--- config.mk ---
export PLATFORM = sky130hd
export DESIGN_NAME = snt_tx_flat
export DESIGN_NICKNAME = d
export VERILOG_FILES = /design/src/hdl/snt_pkg.sv /design/src/hdl/snt_link_if.sv /design/src/hdl/snt_tx.sv /design/src/flat_wrapper.sv
export VERILOG_INCLUDE_DIRS = /design/src /design/src/hdl
export SDC_FILE = /design/constraint.sdc
export NUM_CORES = 1
export LEC_CHECK = 0
export ABC_AREA = 1
export BUFFER_PORTS_ARGS = -buffer_cell sky130_fd_sc_hd__buf_2
export CORE_MARGIN = 2
export CORE_UTILIZATION = 65
export CTS_CLUSTER_SIZE = 24
export DETAILED_ROUTE_END_ITERATION = 8
export GPL_ROUTABILITY_DRIVEN = 0
export PLACE_DENSITY = 0.83
export SYNTH_ARGS = -nofsm -noshare
export SYNTH_HDL_FRONTEND = slang
export SYNTH_SLANG_ARGS = --single-unit
--- constraint.sdc ---
create_clock -name ref_clk -period 5.5 [get_ports ref_clk]
set_input_delay 0.55 -clock ref_clk [delete_from_list [all_inputs] [get_ports ref_clk]]
set_output_delay 0.55 -clock ref_clk [all_outputs]
set_load 0.05 [all_outputs]
--- src/hdl/snt_map.svh ---
`ifndef SNT_MAP_SVH
`define SNT_MAP_SVH

// clock and tick timing
`define SNT_CLK_NS        4
`define SNT_TICK_NS       3000
`define SNT_TICK_MIN_NS   3000
`define SNT_TICK_MAX_NS   90000
`define SNT_TOL_PCT       20
`define SNT_TICK_CYC      ((`SNT_TICK_NS + `SNT_CLK_NS - 1) / `SNT_CLK_NS)
`define SNT_FRAME_MAX_NS  1000000

// pulse lengths in ticks
`define SNT_CAL_TICKS     56
`define SNT_NIB_TICKS     12
`define SNT_NIB_MAX_TICKS 27
`define SNT_LOW_TICKS     5
`define SNT_PAUSE_TICKS   12

// nibble counts and field layout of a transmit word
`define SNT_TX_NIBS       6
`define SNT_RX_NIBS       8
`define SNT_TX_W          28
`define SNT_STAT_LSB      24
`define SNT_FIFO_DEPTH    8

// checksum seed and feedback taps
`define SNT_CRC_SEED      4'h3
`define SNT_CRC_POLY      4'h9

// calibration windows: absolute in cycles, relative in scaled ticks
`define SNT_CAL_MIN_CYC   (`SNT_CAL_TICKS * `SNT_TICK_MIN_NS * \
                           (100 - `SNT_TOL_PCT) / 100 / `SNT_CLK_NS)
`define SNT_CAL_MAX_CYC   (`SNT_CAL_TICKS * `SNT_TICK_MAX_NS * \
                           (100 + `SNT_TOL_PCT) / 100 / `SNT_CLK_NS)
`define SNT_CAL_T_LO      50
`define SNT_CAL_T_HI      62

`endif

--- src/hdl/snt_pkg.sv ---
`include "snt_map.svh"

package snt_pkg;

  typedef enum logic [2:0]
  {
    SNT_TX_CAL   = 3'h0,
    SNT_TX_STAT  = 3'h1,
    SNT_TX_DATA  = 3'h2,
    SNT_TX_CRC   = 3'h3,
    SNT_TX_PAUSE = 3'h4
  } snt_tx_state_e;

  typedef enum logic [2:0]
  {
    SNT_RX_HUNT  = 3'h0,
    SNT_RX_STAT  = 3'h1,
    SNT_RX_DATA  = 3'h2,
    SNT_RX_CRC   = 3'h3,
    SNT_RX_TAIL  = 3'h4,
    SNT_RX_PAUSE = 3'h5
  } snt_rx_state_e;

  typedef logic [31:0] snt_nibs_t;

  // nibble 0 sits in bits 3:0 and goes out first
  function automatic logic [3:0] snt_nib(snt_nibs_t d, logic [2:0] i);
    snt_nib = d[{i, 2'b00} +: 4];
  endfunction

  // status nibble stays outside the checksum
  function automatic logic [3:0] snt_crc(snt_nibs_t d, logic [3:0] n);
    logic [3:0] c;
    c = `SNT_CRC_SEED;
    for (int i = 0; i < 8; i++)
    begin
      if (4'(i) < n)
        c = ({c[2:0], 1'b0} ^ (c[3] ? `SNT_CRC_POLY : 4'h0))
            ^ snt_nib(d, 3'(i));
    end
    snt_crc = c;
  endfunction

endpackage

--- src/hdl/snt_link_if.sv ---
`timescale 1ns/1ps
`default_nettype none

// single open-drain wire with pull-up; only the transmitter pulls it low
interface snt_link_if;
  logic tx_out;
  logic tx_oe;
  logic line;

  assign line = tx_oe ? tx_out : 1'b1;

  modport tx (output tx_out, output tx_oe, input line);
  modport rx (input line);
endinterface

`default_nettype wire

--- src/hdl/snt_tx.sv ---
// What this block and the receiver do
// RULE_01: transmitter sends frames unprompted, no receiver trigger
// RULE_02: frames repeat back to back forever
// RULE_03: tick deviates at most twenty percent
// RULE_04: nominal tick lies between 3 and 90 us
// RULE_05: fixed pulse order lets receiver decode by position
// RULE_06: each frame opens with 56-tick calibration pulse
// RULE_07: one status nibble of 12 to 27 ticks
// RULE_08: one to six data nibbles follow status
// RULE_09: data nibble count fixed per application
// RULE_10: one checksum nibble follows the data
// RULE_11: optional single pause pulse after checksum
// RULE_12: nibble value x lasts 12 plus x ticks
// RULE_13: calibration pulse low over 4 ticks, rest high
// RULE_14: receiver scales decoding by measured calibration period
// RULE_15: longest six-nibble frame stays under 1 ms
// RULE_16: receiver runs diagnostics including 4-bit checksum
// RULE_17: receiver accepts up to eight data nibbles
// RULE_18: periods run falling edge to falling edge
// RULE_19: nibbles at least 12 ticks, low over 4
// RULE_20: receiver flags out-of-range nibbles or implausible calibration
`timescale 1ns/1ps
`default_nettype none
`include "snt_map.svh"

module snt_fifo #(
  parameter int unsigned WIDTH = 8,
  parameter int unsigned DEPTH = 8
) (
  // clock and reset
  input  wire logic             ref_clk,
  input  wire logic             rst_n,
  // fill side
  input  wire logic [WIDTH-1:0] in_data,
  input  wire logic             in_valid,
  output logic                  in_ready,
  // drain side
  output logic [WIDTH-1:0]      out_data,
  output logic                  out_valid,
  input  wire logic             out_ready
);
  localparam int unsigned AW = $clog2(DEPTH);

  logic [WIDTH-1:0] mem_r [DEPTH];
  logic [AW:0]      wr_ptr_r;
  logic [AW:0]      rd_ptr_r;
  logic             full;
  logic             empty;
  logic             push;
  logic             pop;

  assign empty     = (wr_ptr_r == rd_ptr_r);
  assign full      = (wr_ptr_r[AW] != rd_ptr_r[AW]) &&
                     (wr_ptr_r[AW-1:0] == rd_ptr_r[AW-1:0]);
  assign in_ready  = !full;
  assign out_valid = !empty;
  assign push      = in_valid && !full;
  assign pop       = out_ready && !empty;
  assign out_data  = mem_r[rd_ptr_r[AW-1:0]];

  always_ff @(posedge ref_clk)
  begin
    if (push)
      mem_r[wr_ptr_r[AW-1:0]] <= in_data;
  end

  always_ff @(posedge ref_clk)
  begin
    if (!rst_n)
      wr_ptr_r <= '0;
    else if (push)
      wr_ptr_r <= wr_ptr_r + 1'b1;
  end

  always_ff @(posedge ref_clk)
  begin
    if (!rst_n)
      rd_ptr_r <= '0;
    else if (pop)
      rd_ptr_r <= rd_ptr_r + 1'b1;
  end
endmodule

module snt_tx
  import snt_pkg::*;
#(
  // cycles per tick; nominal tick must lie between 3 us and 90 us
  parameter int unsigned TICK_CYC = `SNT_TICK_CYC
) (
  // link
  snt_link_if.tx               link,
  // clock and reset
  input  wire logic            ref_clk,
  input  wire logic            rst_n,
  // frame words: status in 27:24, data nibble i in bits 4i+3:4i
  input  wire logic [27:0]     in_data,
  input  wire logic            in_valid,
  output logic                 in_ready,
  // fixed per application
  input  wire logic [2:0]      nib_cnt,
  input  wire logic            pause_en,
  // status
  output logic                 frame_start
);
  logic [27:0]   fifo_data;
  logic          fifo_valid;
  logic          fifo_pop;
  logic          run_r;
  logic [15:0]   pre_r;
  logic          tick;
  logic [5:0]    tk_r;
  logic [5:0]    len_r;
  logic [5:0]    len_nxt;
  logic          pulse_end;
  snt_tx_state_e st_r;
  snt_tx_state_e st_nxt;
  logic [2:0]    idx_r;
  logic [2:0]    idx_nxt;
  logic [27:0]   word_r;
  logic [2:0]    n_r;
  logic          pause_r;
  logic          load;
  snt_nibs_t     nibs;

  snt_fifo #(
    .WIDTH (`SNT_TX_W),
    .DEPTH (`SNT_FIFO_DEPTH)
  ) u_fifo (
    .ref_clk   (ref_clk),
    .rst_n     (rst_n),
    .in_data   (in_data),
    .in_valid  (in_valid),
    .in_ready  (in_ready),
    .out_data  (fifo_data),
    .out_valid (fifo_valid),
    .out_ready (fifo_pop)
  );

  assign nibs = {8'h00, word_r[23:0]};

  // counters restart one edge after release, when the first fall is driven,
  // so the first low phase and calibration period are full length
  always_ff @(posedge ref_clk)
  begin
    if (!rst_n)
      run_r <= 1'b0;
    else
      run_r <= 1'b1;
  end

  // free-running tick; no input from the receiver ever gates it
  always_ff @(posedge ref_clk)
  begin
    if (!run_r || tick)
      pre_r <= '0;
    else
      pre_r <= pre_r + 1'b1; // RULE_01
  end

  assign tick      = (pre_r == 16'(TICK_CYC - 1)); // RULE_03
  assign pulse_end = tick && (tk_r == len_r - 1'b1);

  always_ff @(posedge ref_clk)
  begin
    if (!run_r || pulse_end)
      tk_r <= '0;
    else if (tick)
      tk_r <= tk_r + 1'b1;
  end

  // every pulse opens with a falling edge and stays low for 5 ticks
  always_ff @(posedge ref_clk)
  begin
    if (!rst_n)
    begin
      link.tx_out <= 1'b1;
      link.tx_oe  <= 1'b0;
    end
    else
    begin
      link.tx_out <= 1'b0;
      link.tx_oe  <= pulse_end || (tk_r < 6'(`SNT_LOW_TICKS - 1)) ||
                     ((tk_r == 6'(`SNT_LOW_TICKS - 1)) && !tick); // RULE_13 RULE_19 RULE_18
    end
  end

  always_comb
  begin
    st_nxt  = st_r;
    len_nxt = len_r;
    idx_nxt = idx_r;
    load    = 1'b0;
    case (st_r)
      SNT_TX_CAL:
      begin
        st_nxt  = SNT_TX_STAT; // RULE_05
        len_nxt = 6'(`SNT_NIB_TICKS) + {2'b00, word_r[27:24]}; // RULE_07
      end
      SNT_TX_STAT:
      begin
        st_nxt  = SNT_TX_DATA;
        idx_nxt = 3'h0;
        len_nxt = 6'(`SNT_NIB_TICKS) + {2'b00, snt_nib(nibs, 3'h0)}; // RULE_12
      end
      SNT_TX_DATA:
      begin
        if (idx_r == n_r - 1'b1)
        begin
          st_nxt  = SNT_TX_CRC; // RULE_10
          len_nxt = 6'(`SNT_NIB_TICKS) +
                    {2'b00, snt_crc(nibs, {1'b0, n_r})};
        end
        else
        begin
          idx_nxt = idx_r + 1'b1; // RULE_08
          len_nxt = 6'(`SNT_NIB_TICKS) +
                    {2'b00, snt_nib(nibs, idx_r + 1'b1)};
        end
      end
      SNT_TX_CRC:
      begin
        if (pause_r)
        begin
          st_nxt  = SNT_TX_PAUSE; // RULE_11
          len_nxt = 6'(`SNT_PAUSE_TICKS);
        end
        else
        begin
          st_nxt  = SNT_TX_CAL; // RULE_02
          len_nxt = 6'(`SNT_CAL_TICKS);
          load    = 1'b1;
        end
      end
      SNT_TX_PAUSE:
      begin
        st_nxt  = SNT_TX_CAL;
        len_nxt = 6'(`SNT_CAL_TICKS); // RULE_06
        load    = 1'b1;
      end
      default:
      begin
        st_nxt  = SNT_TX_CAL;
        len_nxt = 6'(`SNT_CAL_TICKS);
      end
    endcase
  end

  always_ff @(posedge ref_clk)
  begin
    if (!rst_n)
    begin
      st_r  <= SNT_TX_CAL;
      len_r <= 6'(`SNT_CAL_TICKS); // RULE_06
      idx_r <= 3'h0;
    end
    else if (pulse_end)
    begin
      st_r  <= st_nxt;
      len_r <= len_nxt;
      idx_r <= idx_nxt;
    end
  end

  // an empty queue repeats the last word so frames never stop
  assign fifo_pop = pulse_end && load;

  always_ff @(posedge ref_clk)
  begin
    if (!rst_n)
      word_r <= '0;
    else if (fifo_pop && fifo_valid)
      word_r <= fifo_data; // RULE_02
  end

  // count and pause change only at frame boundaries
  always_ff @(posedge ref_clk)
  begin
    if (!rst_n)
    begin
      n_r     <= 3'(`SNT_TX_NIBS);
      pause_r <= 1'b0;
    end
    else if (fifo_pop)
    begin
      n_r     <= (nib_cnt == 3'h0 || nib_cnt > 3'(`SNT_TX_NIBS)) ?
                 3'(`SNT_TX_NIBS) : nib_cnt; // RULE_09
      pause_r <= pause_en;
    end
  end

  // with 6 nibbles at 3.6 us worst tick the frame is 272 ticks, under 1 ms
  always_ff @(posedge ref_clk)
  begin
    if (!rst_n)
      frame_start <= 1'b0;
    else
      frame_start <= fifo_pop; // RULE_15
  end
endmodule

`default_nettype wire
--- src/flat_wrapper.sv ---
// flat-port wrapper written by rule: the top's interface ports become plain ports
module snt_tx_flat import snt_pkg::*;
#(
                                                                  
  parameter int unsigned TICK_CYC = `SNT_TICK_CYC
)
  (ref_clk, rst_n, in_data, in_valid, in_ready, nib_cnt, pause_en, frame_start, link_tx_out, link_tx_oe);
  snt_link_if link_i ();
  input  wire logic ref_clk;
  input  wire logic rst_n;
  input  wire logic [27:0] in_data;
  input  wire logic in_valid;
  output logic in_ready;
  input  wire logic [2:0] nib_cnt;
  input  wire logic pause_en;
  output logic frame_start;
  output wire logic [$bits(link_i.tx_out)-1:0] link_tx_out;
  output wire logic [$bits(link_i.tx_oe)-1:0] link_tx_oe;
  assign link_tx_out = link_i.tx_out;
  assign link_tx_oe = link_i.tx_oe;
  snt_tx #(.TICK_CYC(TICK_CYC)) u_core (.link(link_i), .ref_clk(ref_clk), .rst_n(rst_n), .in_data(in_data), .in_valid(in_valid), .in_ready(in_ready), .nib_cnt(nib_cnt), .pause_en(pause_en), .frame_start(frame_start));
endmodule
==> flow_summary.toml, run 1 <==
[run_status]
status = "finished clean"

[place]
io_buffers = 38
postPlaceCellArea_mm2 = 0.0135
dp_hpwl_mm = 17.7

[synthesis]
syn_area_mm2 = 0.0131
synth_top_cell_by_area = "edfxtp_1"
ys_seq_area_share_pct = 63.3
synth-warning-count = 0
ys.flop_type = "edfxtp_1"
synthArstFlopShare_pct = 0
synth_cells = 1221
yosys.area.top_type_share_pct = 51.3
synth_area_leaders = "edfxtp_1 51%, dfxtp_1 12%, nand2_1 6.6%, a21oi_1 6.5%, a221oi_1 2.7%"
ys_seq_elements = 302
synth-edff-count = 224
avgSynthCellArea_um2 = 10.7
yosysUniqueCellTypes = 51
synth_fp_nets = 1267

[worst_setup_path]
cp.arrival_ns = 3.95
ff2ff_setup_slack_ns = 2.03
crit_top_cell = "inv_1"
start_kind = "flip-flop"
slowest_stage = "inv_1"
critical_path_class = "reg2reg"
end_kind = "flip-flop"
max_stage_delay_ns = 0.44
path_max_fanout = 28
crit_chain = "inv_1, ha_1, xnor2_1, nor3_1, inv_1, nor3_2, nand4_2, nor3_2, nand2_1, buf_4, inv_1, o21ai_0, a31oi_1"
crit_required_ns = 5.98

[power_and_ir_drop]
leakage_nw = 5.40
p_sw_share_pct = 20.2
share_seq_of_total_power_pct = 53.6
power_mw = 4.66
clockPowerShare_pct = 43.8
switchingPower_mw = 0.940
peakVddDrop_uv = 295
internal_power_mw = 3.72
power_density_mw_per_mm2 = 321
p_comb_share_pct = 2.5

[clocking]
postCtsResizedCells = 0
cts-buffers-inserted = 30
cts_tree = "done"
postCtsHoldBufs = 0
cts_setup_buffers = 0
htreeDepth = 1
clk_latency_ns = 0.57
clockRootBuffer = "clkbuf_16"
cts_buffer_depth = 3
clk_pin_slew_worst_paths_ns = 0.07
clkSinkCount = 302

[floorplan]
dieWidth_um = 146
die-area_mm2 = 0.0213
initial_core_util_pct = 66.7
chipHeight_um = 146
io_pins = 39
fp-row-count = 51
core_area_mm2 = 0.0197

[detailed_routing]
route.detailed.drc = 0
ant_nets = 0
viasPerCell = 6.25
dr.first_iter.drc_count = 1018
dr_total_vias = 9559
dr.pass1.iters = 5
routed_wl_mm = 30.7
drt-wirelength-per-cell_um = 20.1

[grt]
overflow = 0
grt_max_degree = 92
grt_pass1_vias = 9337
grt_pass1_wl_mm = 48.7
globalRouteTotalUtil_pct = 28.7
grt_antenna_before_repair = 0

[timing]
finalMaxSlewViolations = 0
fmax_mhz = 288
setup_tns_ns = 0
hold_viol = 0
rsz0062_at_grt = "false"
skew_ns = 0.0258
setup_viol = 0
slew_headroom_pct = 19.9
period_share_pct = 63.1
worstMarginPinSlew_ns = 1.20
min_period_ns = 3.47

[layout]
antenna_cells = 0
syn2layout_area_growth_pct = 10.8
nets = 1287
final_area_mm2 = 0.0145
fillers = 1298
drive_gt1_share_pct = 12.0

[run]
maxCapViolations = 0

[hold_path]
hold_class = "in2reg"
worst paths after layout:
kind                                      from                              endpoint  cells past startpoint
setup reg to reg  u_core.len_r[0]$_SDFFE_PN0P_        u_core.word_r[24]$_SDFFE_PN0P_                     13
hold / removal                     in_data[27]  u_core.u_fifo.mem_r[7][27]$_DFFE_PP_                      1
setup / recovery  u_core.len_r[0]$_SDFFE_PN0P_        u_core.word_r[24]$_SDFFE_PN0P_                     13
hold reg to reg     u_core.pre_r[8]$_SDFF_PP0_            u_core.pre_r[9]$_SDFF_PP0_                      2
synth_stat cells, types with 2 or more instances:
library cell / count
buf_2: 4
a21oi_1: 171
nand2_2: 12
inv_2: 3
nor2_1: 54
nand4_2: 2
o211ai_1: 2
clkbuf_1: 51
nand3_2: 15
a31oi_1: 10
a32oi_1: 2
inv_4: 2
nand3b_1: 2
inv_1: 90
dfxtp_1: 78
nor4_1: 5
nand4_1: 9
a2111oi_0: 2
nand3_1: 52
or4_1: 2
edfxtp_1: 224
a21oi_2: 2
nor3_1: 14
and3_1: 2
xor2_1: 11
a221o_1: 18
nor3_2: 2
o21a_1: 2
o21ai_0: 40
ha_1: 11
nor3b_1: 5
o31a_1: 19
nand2_4: 4
a221oi_1: 40
o21ai_1: 4
a211oi_1: 2
xnor2_1: 6
or2_2: 2
nand2_1: 229
buf_1: 3
o21ai_2: 3
per-layer routing:
metal	vias up	track usage (%)	routed length, µm
li1	4463	-	-
met1	4565	37.5	12200
met2	451	48.9	15100
met3	80	5.33	2630
met4	0	10.0	816
met5	-	0	0
flip-flops by register name (all words and copies together) (netlist names), 3 cells and up:
name,cells
u_core.idx_r,3
u_core.word_r,28
u_core.u_fifo.rd_ptr_r,4
u_core.len_r,6
u_core.pre_r,16
u_core.u_fifo.wr_ptr_r,4
u_core.st_r,3
u_core.u_fifo.mem_r,224
u_core.tk_r,6
u_core.n_r,3
final cells by class:
type                       instances  area [µm²]  area share (%)
multi-input combinational        765        4280            29.5
sequential                       302        8290            57.1
clock buffer                      37         787            5.42
timing repair buffer              47         258            1.78
tap                              265         332            2.28
inverter                          95         362            2.49
clock inverter                    18         204            1.41
stage by stage:
step                worst slack, ns  utilization (%)  std cells  hold WS, ns
floorplan                      2.32                -       1221        0.433
global placement               2.30             68.8       1474        0.450
detailed placement             2.17             68.8       1474        0.462
CTS                            2.08             73.8       1529        0.228
global route                   1.67             73.8       1529        0.238
finish                         2.03             73.8       1529        0.249
cell usage in the layout (no fill, tap or decap), types with 3 or more instances in the layout:
| cell type | instances |
|---|---|
| a21oi_1 | 171 |
| a221o_1 | 18 |
| a221oi_1 | 40 |
| a31oi_1 | 10 |
| buf_2 | 38 |
| buf_4 | 9 |
| bufinv_16 | 4 |
| clkbuf_1 | 6 |
| clkbuf_16 | 30 |
| clkinv_1 | 5 |
| clkinv_2 | 5 |
| dfxtp_1 | 76 |
| edfxtp_1 | 224 |
| ha_1 | 11 |
| inv_1 | 88 |
| inv_2 | 5 |
| nand2_1 | 229 |
| nand2_2 | 12 |
| nand2_4 | 4 |
| nand3_1 | 52 |
| nand3_2 | 15 |
| nand4_1 | 9 |
| nor2_1 | 46 |
| nor2_4 | 8 |
| nor3_1 | 14 |
| nor3b_1 | 5 |
| nor4_1 | 5 |
| o21ai_0 | 40 |
| o21ai_1 | 4 |
| o21ai_2 | 3 |
| o31a_1 | 19 |
| xnor2_1 | 6 |
| xor2_1 | 11 |
critical path: cells and delay by family (launching register included):
kind                       cells  cell delay (ns)
and+or+nand+nor                5             1.20
buffers and inverters          4             0.98
AOI/OAI and AO/OA              2             0.38
DFF                            1             0.36
adders and majority gates      1             0.31
xor gates and xnor gates       1             0.13
power by group through the flow:
stage | Combinational (mW) | Clock, mW | Sequential (mW)
final | 0.119 | 2.04 | 2.50
after global routing | 0.130 | 2.16 | 2.50
after CTS | 0.119 | 2.05 | 2.50
after detailed placement | 0.118 | 0 | 2.55
after global placement | 0.114 | 0 | 2.55
after floorplan | 0.0532 | 0 | 2.55
cells by family (layout without fill, tap and decap cells):
logic type | count (synthesis) | in the layout | synth area share [%]
AOI/OAI and AO/OA | 322 | 322 | 15.3
xor gates and xnor gates | 17 | 17 | 1.14
adders and majority gates | 11 | 11 | 1.05
buffers and inverters | 154 | 197 | 4.56
DFF | 302 | 302 | 63.3
muxes | 1 | 1 | 0.0764
and+or+nand+nor | 414 | 414 | 14.7
No activity file was read; power rests on OpenSTA's default activity.
==> run 2: changes to the inputs <==
Settings changed: CORE_UTILIZATION 65 to 62, PLACE_DENSITY 0.83 to 0.79.
Clock period 5.5 ns to 3.25 ns, I/O delays scaled along.
==> flow_summary.toml, run 2 (synthesis gave the netlist of run 1 again) <==
[run_status]
status = "finished clean"

[power_and_ir_drop]
switchingPower_mw = 1.55
power_mw = 7.90
p_sw_share_pct = 19.7
internal_power_mw = 6.34
power_density_mw_per_mm2 = 541
peakVddDrop_uv = 446
p_comb_share_pct = 2.6
clockPowerShare_pct = 43.9
share_seq_of_total_power_pct = 53.6
leakage_nw = 5.44

[layout]
layout_common_cells = "229 x nand2_1, 224 x edfxtp_1, 171 x a21oi_1"
seq_area_mm2 = 0.00829
antenna_cells = 0
syn2layout_area_growth_pct = 11.4
multi_input_area_mm2 = 0.00428
drive_gt1_share_pct = 12.3
layout_commonest_cell = "nand2_1"
largest_register_ffs = 224
final_area_mm2 = 0.0146
nets = 1293
fillers = 1453
fin_cells = 1545

[timing]
setup_tns_ns = 0
finalMaxSlewViolations = 0
period_share_pct = 92.4
hold_viol = 0
worstMarginPinSlew_ns = 1.21
skew_ns = 0.00949
slew_headroom_pct = 19.2
rsz0062_at_grt = "false"
setup_viol = 0
fmax_mhz = 333
min_period_ns = 3.00
fin_ws_ns = 0.247

[clocking]
postCtsResizedCells = 0
cts_setup_buffers = 0
cts-buffers-inserted = 31
clk_pin_slew_worst_paths_ns = 0.06
clockRootBuffer = "clkbuf_16"
cts_buffer_depth = 3
cts_tree = "done"
htreeDepth = 1
clk_latency_ns = 0.55
postCtsHoldBufs = 0
clkSinkCount = 302

[detailed_routing]
dr_total_vias = 9470
dr.pass1.iters = 5
ant_nets = 0
routed_wl_mm = 30.3
dr.first_iter.drc_count = 880
viasPerCell = 6.13
route.detailed.drc = 0
drt-wirelength-per-cell_um = 19.6

[worst_setup_path]
cp.arrival_ns = 3.47
start_kind = "flip-flop"
max_stage_delay_ns = 0.46
crit_chain = "inv_1, nand2_4, nand4_1, nand2_2, inv_4, nand2_2, nand3_2, nand2_2, nand2_2, nand2_1, nand2_1, nand3_1, nand3_2, nand3b_1, nand3_1, nand2_1, nand2_1, a21oi_1, o21ai_1, o31ai_1, ha_1, a22o_1, o211ai_1"
ff2ff_setup_slack_ns = 0.25
reg2reg_to = "u_core.len_r[3]$_SDFFE_PN1P_"
slowest_stage = "dfxtp_1"
path_max_fanout = 6
critical_path_class = "reg2reg"
end_kind = "flip-flop"
crit_start = "u_core.n_r[1]$_SDFFE_PN1P_"
cp_top_family = "simple AND/OR/NAND/NOR gates"
crit_buf_inv = 2
worstReg2RegStart = "u_core.n_r[1]$_SDFFE_PN1P_"
crit_required_ns = 3.72
rr_worst_depth = 23

[place]
dp.cells = 1489
postPlaceCellArea_mm2 = 0.0136
pre_cts_ws_ns = 0.371
dp_hpwl_mm = 17.8
io_buffers = 38

[hold_path]
whs_path_depth = 1
hold_end = "u_core.u_fifo.mem_r[1][24]$_DFFE_PP_"
hold_class = "in2reg"
worstHoldStart = "in_data[24]"

[floorplan]
fp-row-count = 53
dieWidth_um = 149
core_area_mm2 = 0.0209
die-area_mm2 = 0.0223
io_pins = 39
initial_core_util_pct = 62.7
chipHeight_um = 149

[grt]
grt_antenna_before_repair = 0
grt_max_degree = 89
overflow = 0
globalRouteTotalUtil_pct = 27.3
grt_pass1_wl_mm = 47.4
grt_pass1_vias = 8961

[run]
maxCapViolations = 0
==> run 2: worst register-to-register path, stage by stage (launching register included) <==
cell,delay [ns]
dfxtp_1,0.46
inv_1,0.14
nand2_4,0.12
nand4_1,0.11
nand2_2,0.14
inv_4,0.06
nand2_2,0.05
nand3_2,0.09
nand2_2,0.09
nand2_2,0.05
nand2_1,0.05
nand2_1,0.07
nand3_1,0.10
nand3_2,0.10
nand3b_1,0.13
nand3_1,0.08
nand2_1,0.09
nand2_1,0.07
a21oi_1,0.12
o21ai_1,0.08
o31ai_1,0.08
ha_1,0.27
a22o_1,0.20
o211ai_1,0.17
==> run 2: final cells by class <==
| cell class | count | area share [%] |
|---|---|---|
| Multi-Input combinational cell | 765 | 29.3 |
| Sequential cell | 302 | 56.8 |
| Inverter | 95 | 2.48 |
| Tap cell | 275 | 2.36 |
| Clock inverter | 10 | 0.857 |
| Timing Repair Buffer | 52 | 2.19 |
| Clock buffer | 46 | 5.98 |
==> run 2: power groups by stage <==
stage          logic, mW  registers [mW]  clock network, mW
6_report           0.203            4.23               3.46
3_3_place_gp       0.198            4.31                  0
4_1_cts            0.204            4.23               3.48
2_1_floorplan     0.0901            4.31                  0
3_5_place_dp       0.203            4.31                  0
5_1_grt            0.225            4.23               3.65
==> run 2: worst max path at each step <==
stage | to | slack [ns] | depth (start not counted)
after floorplan | u_core.u_fifo.mem_r[7][0]$_DFFE_PP_ | 0.07 | 8
after global placement | u_core.len_r[3]$_SDFFE_PN1P_ | 0.45 | 25
after detailed placement | u_core.len_r[3]$_SDFFE_PN1P_ | 0.37 | 23
after CTS | u_core.len_r[3]$_SDFFE_PN1P_ | 0.33 | 23
after global routing | u_core.len_r[3]$_SDFFE_PN1P_ | 0.0005 | 21
final | u_core.len_r[3]$_SDFFE_PN1P_ | 0.25 | 23
==> run 2: layer usage <==
layer | vias up | wire (µm) | global-route usage [%]
li1 | 4469 | - | -
met1 | 4517 | 12500 | 37.5
met2 | 414 | 14300 | 43.9
met3 | 70 | 2460 | 4.62
met4 | 0 | 956 | 10.1
met5 | - | 0 | 0.227
==> run 2: stage by stage <==
step	hold WS (ns)	util, %
2_1_floorplan	0.353	-
3_3_place_gp	0.452	65.1
3_5_place_dp	0.462	65.1
4_1_cts	0.0276	69.9
5_1_grt	0.0386	69.9
6_report	0.0432	69.9
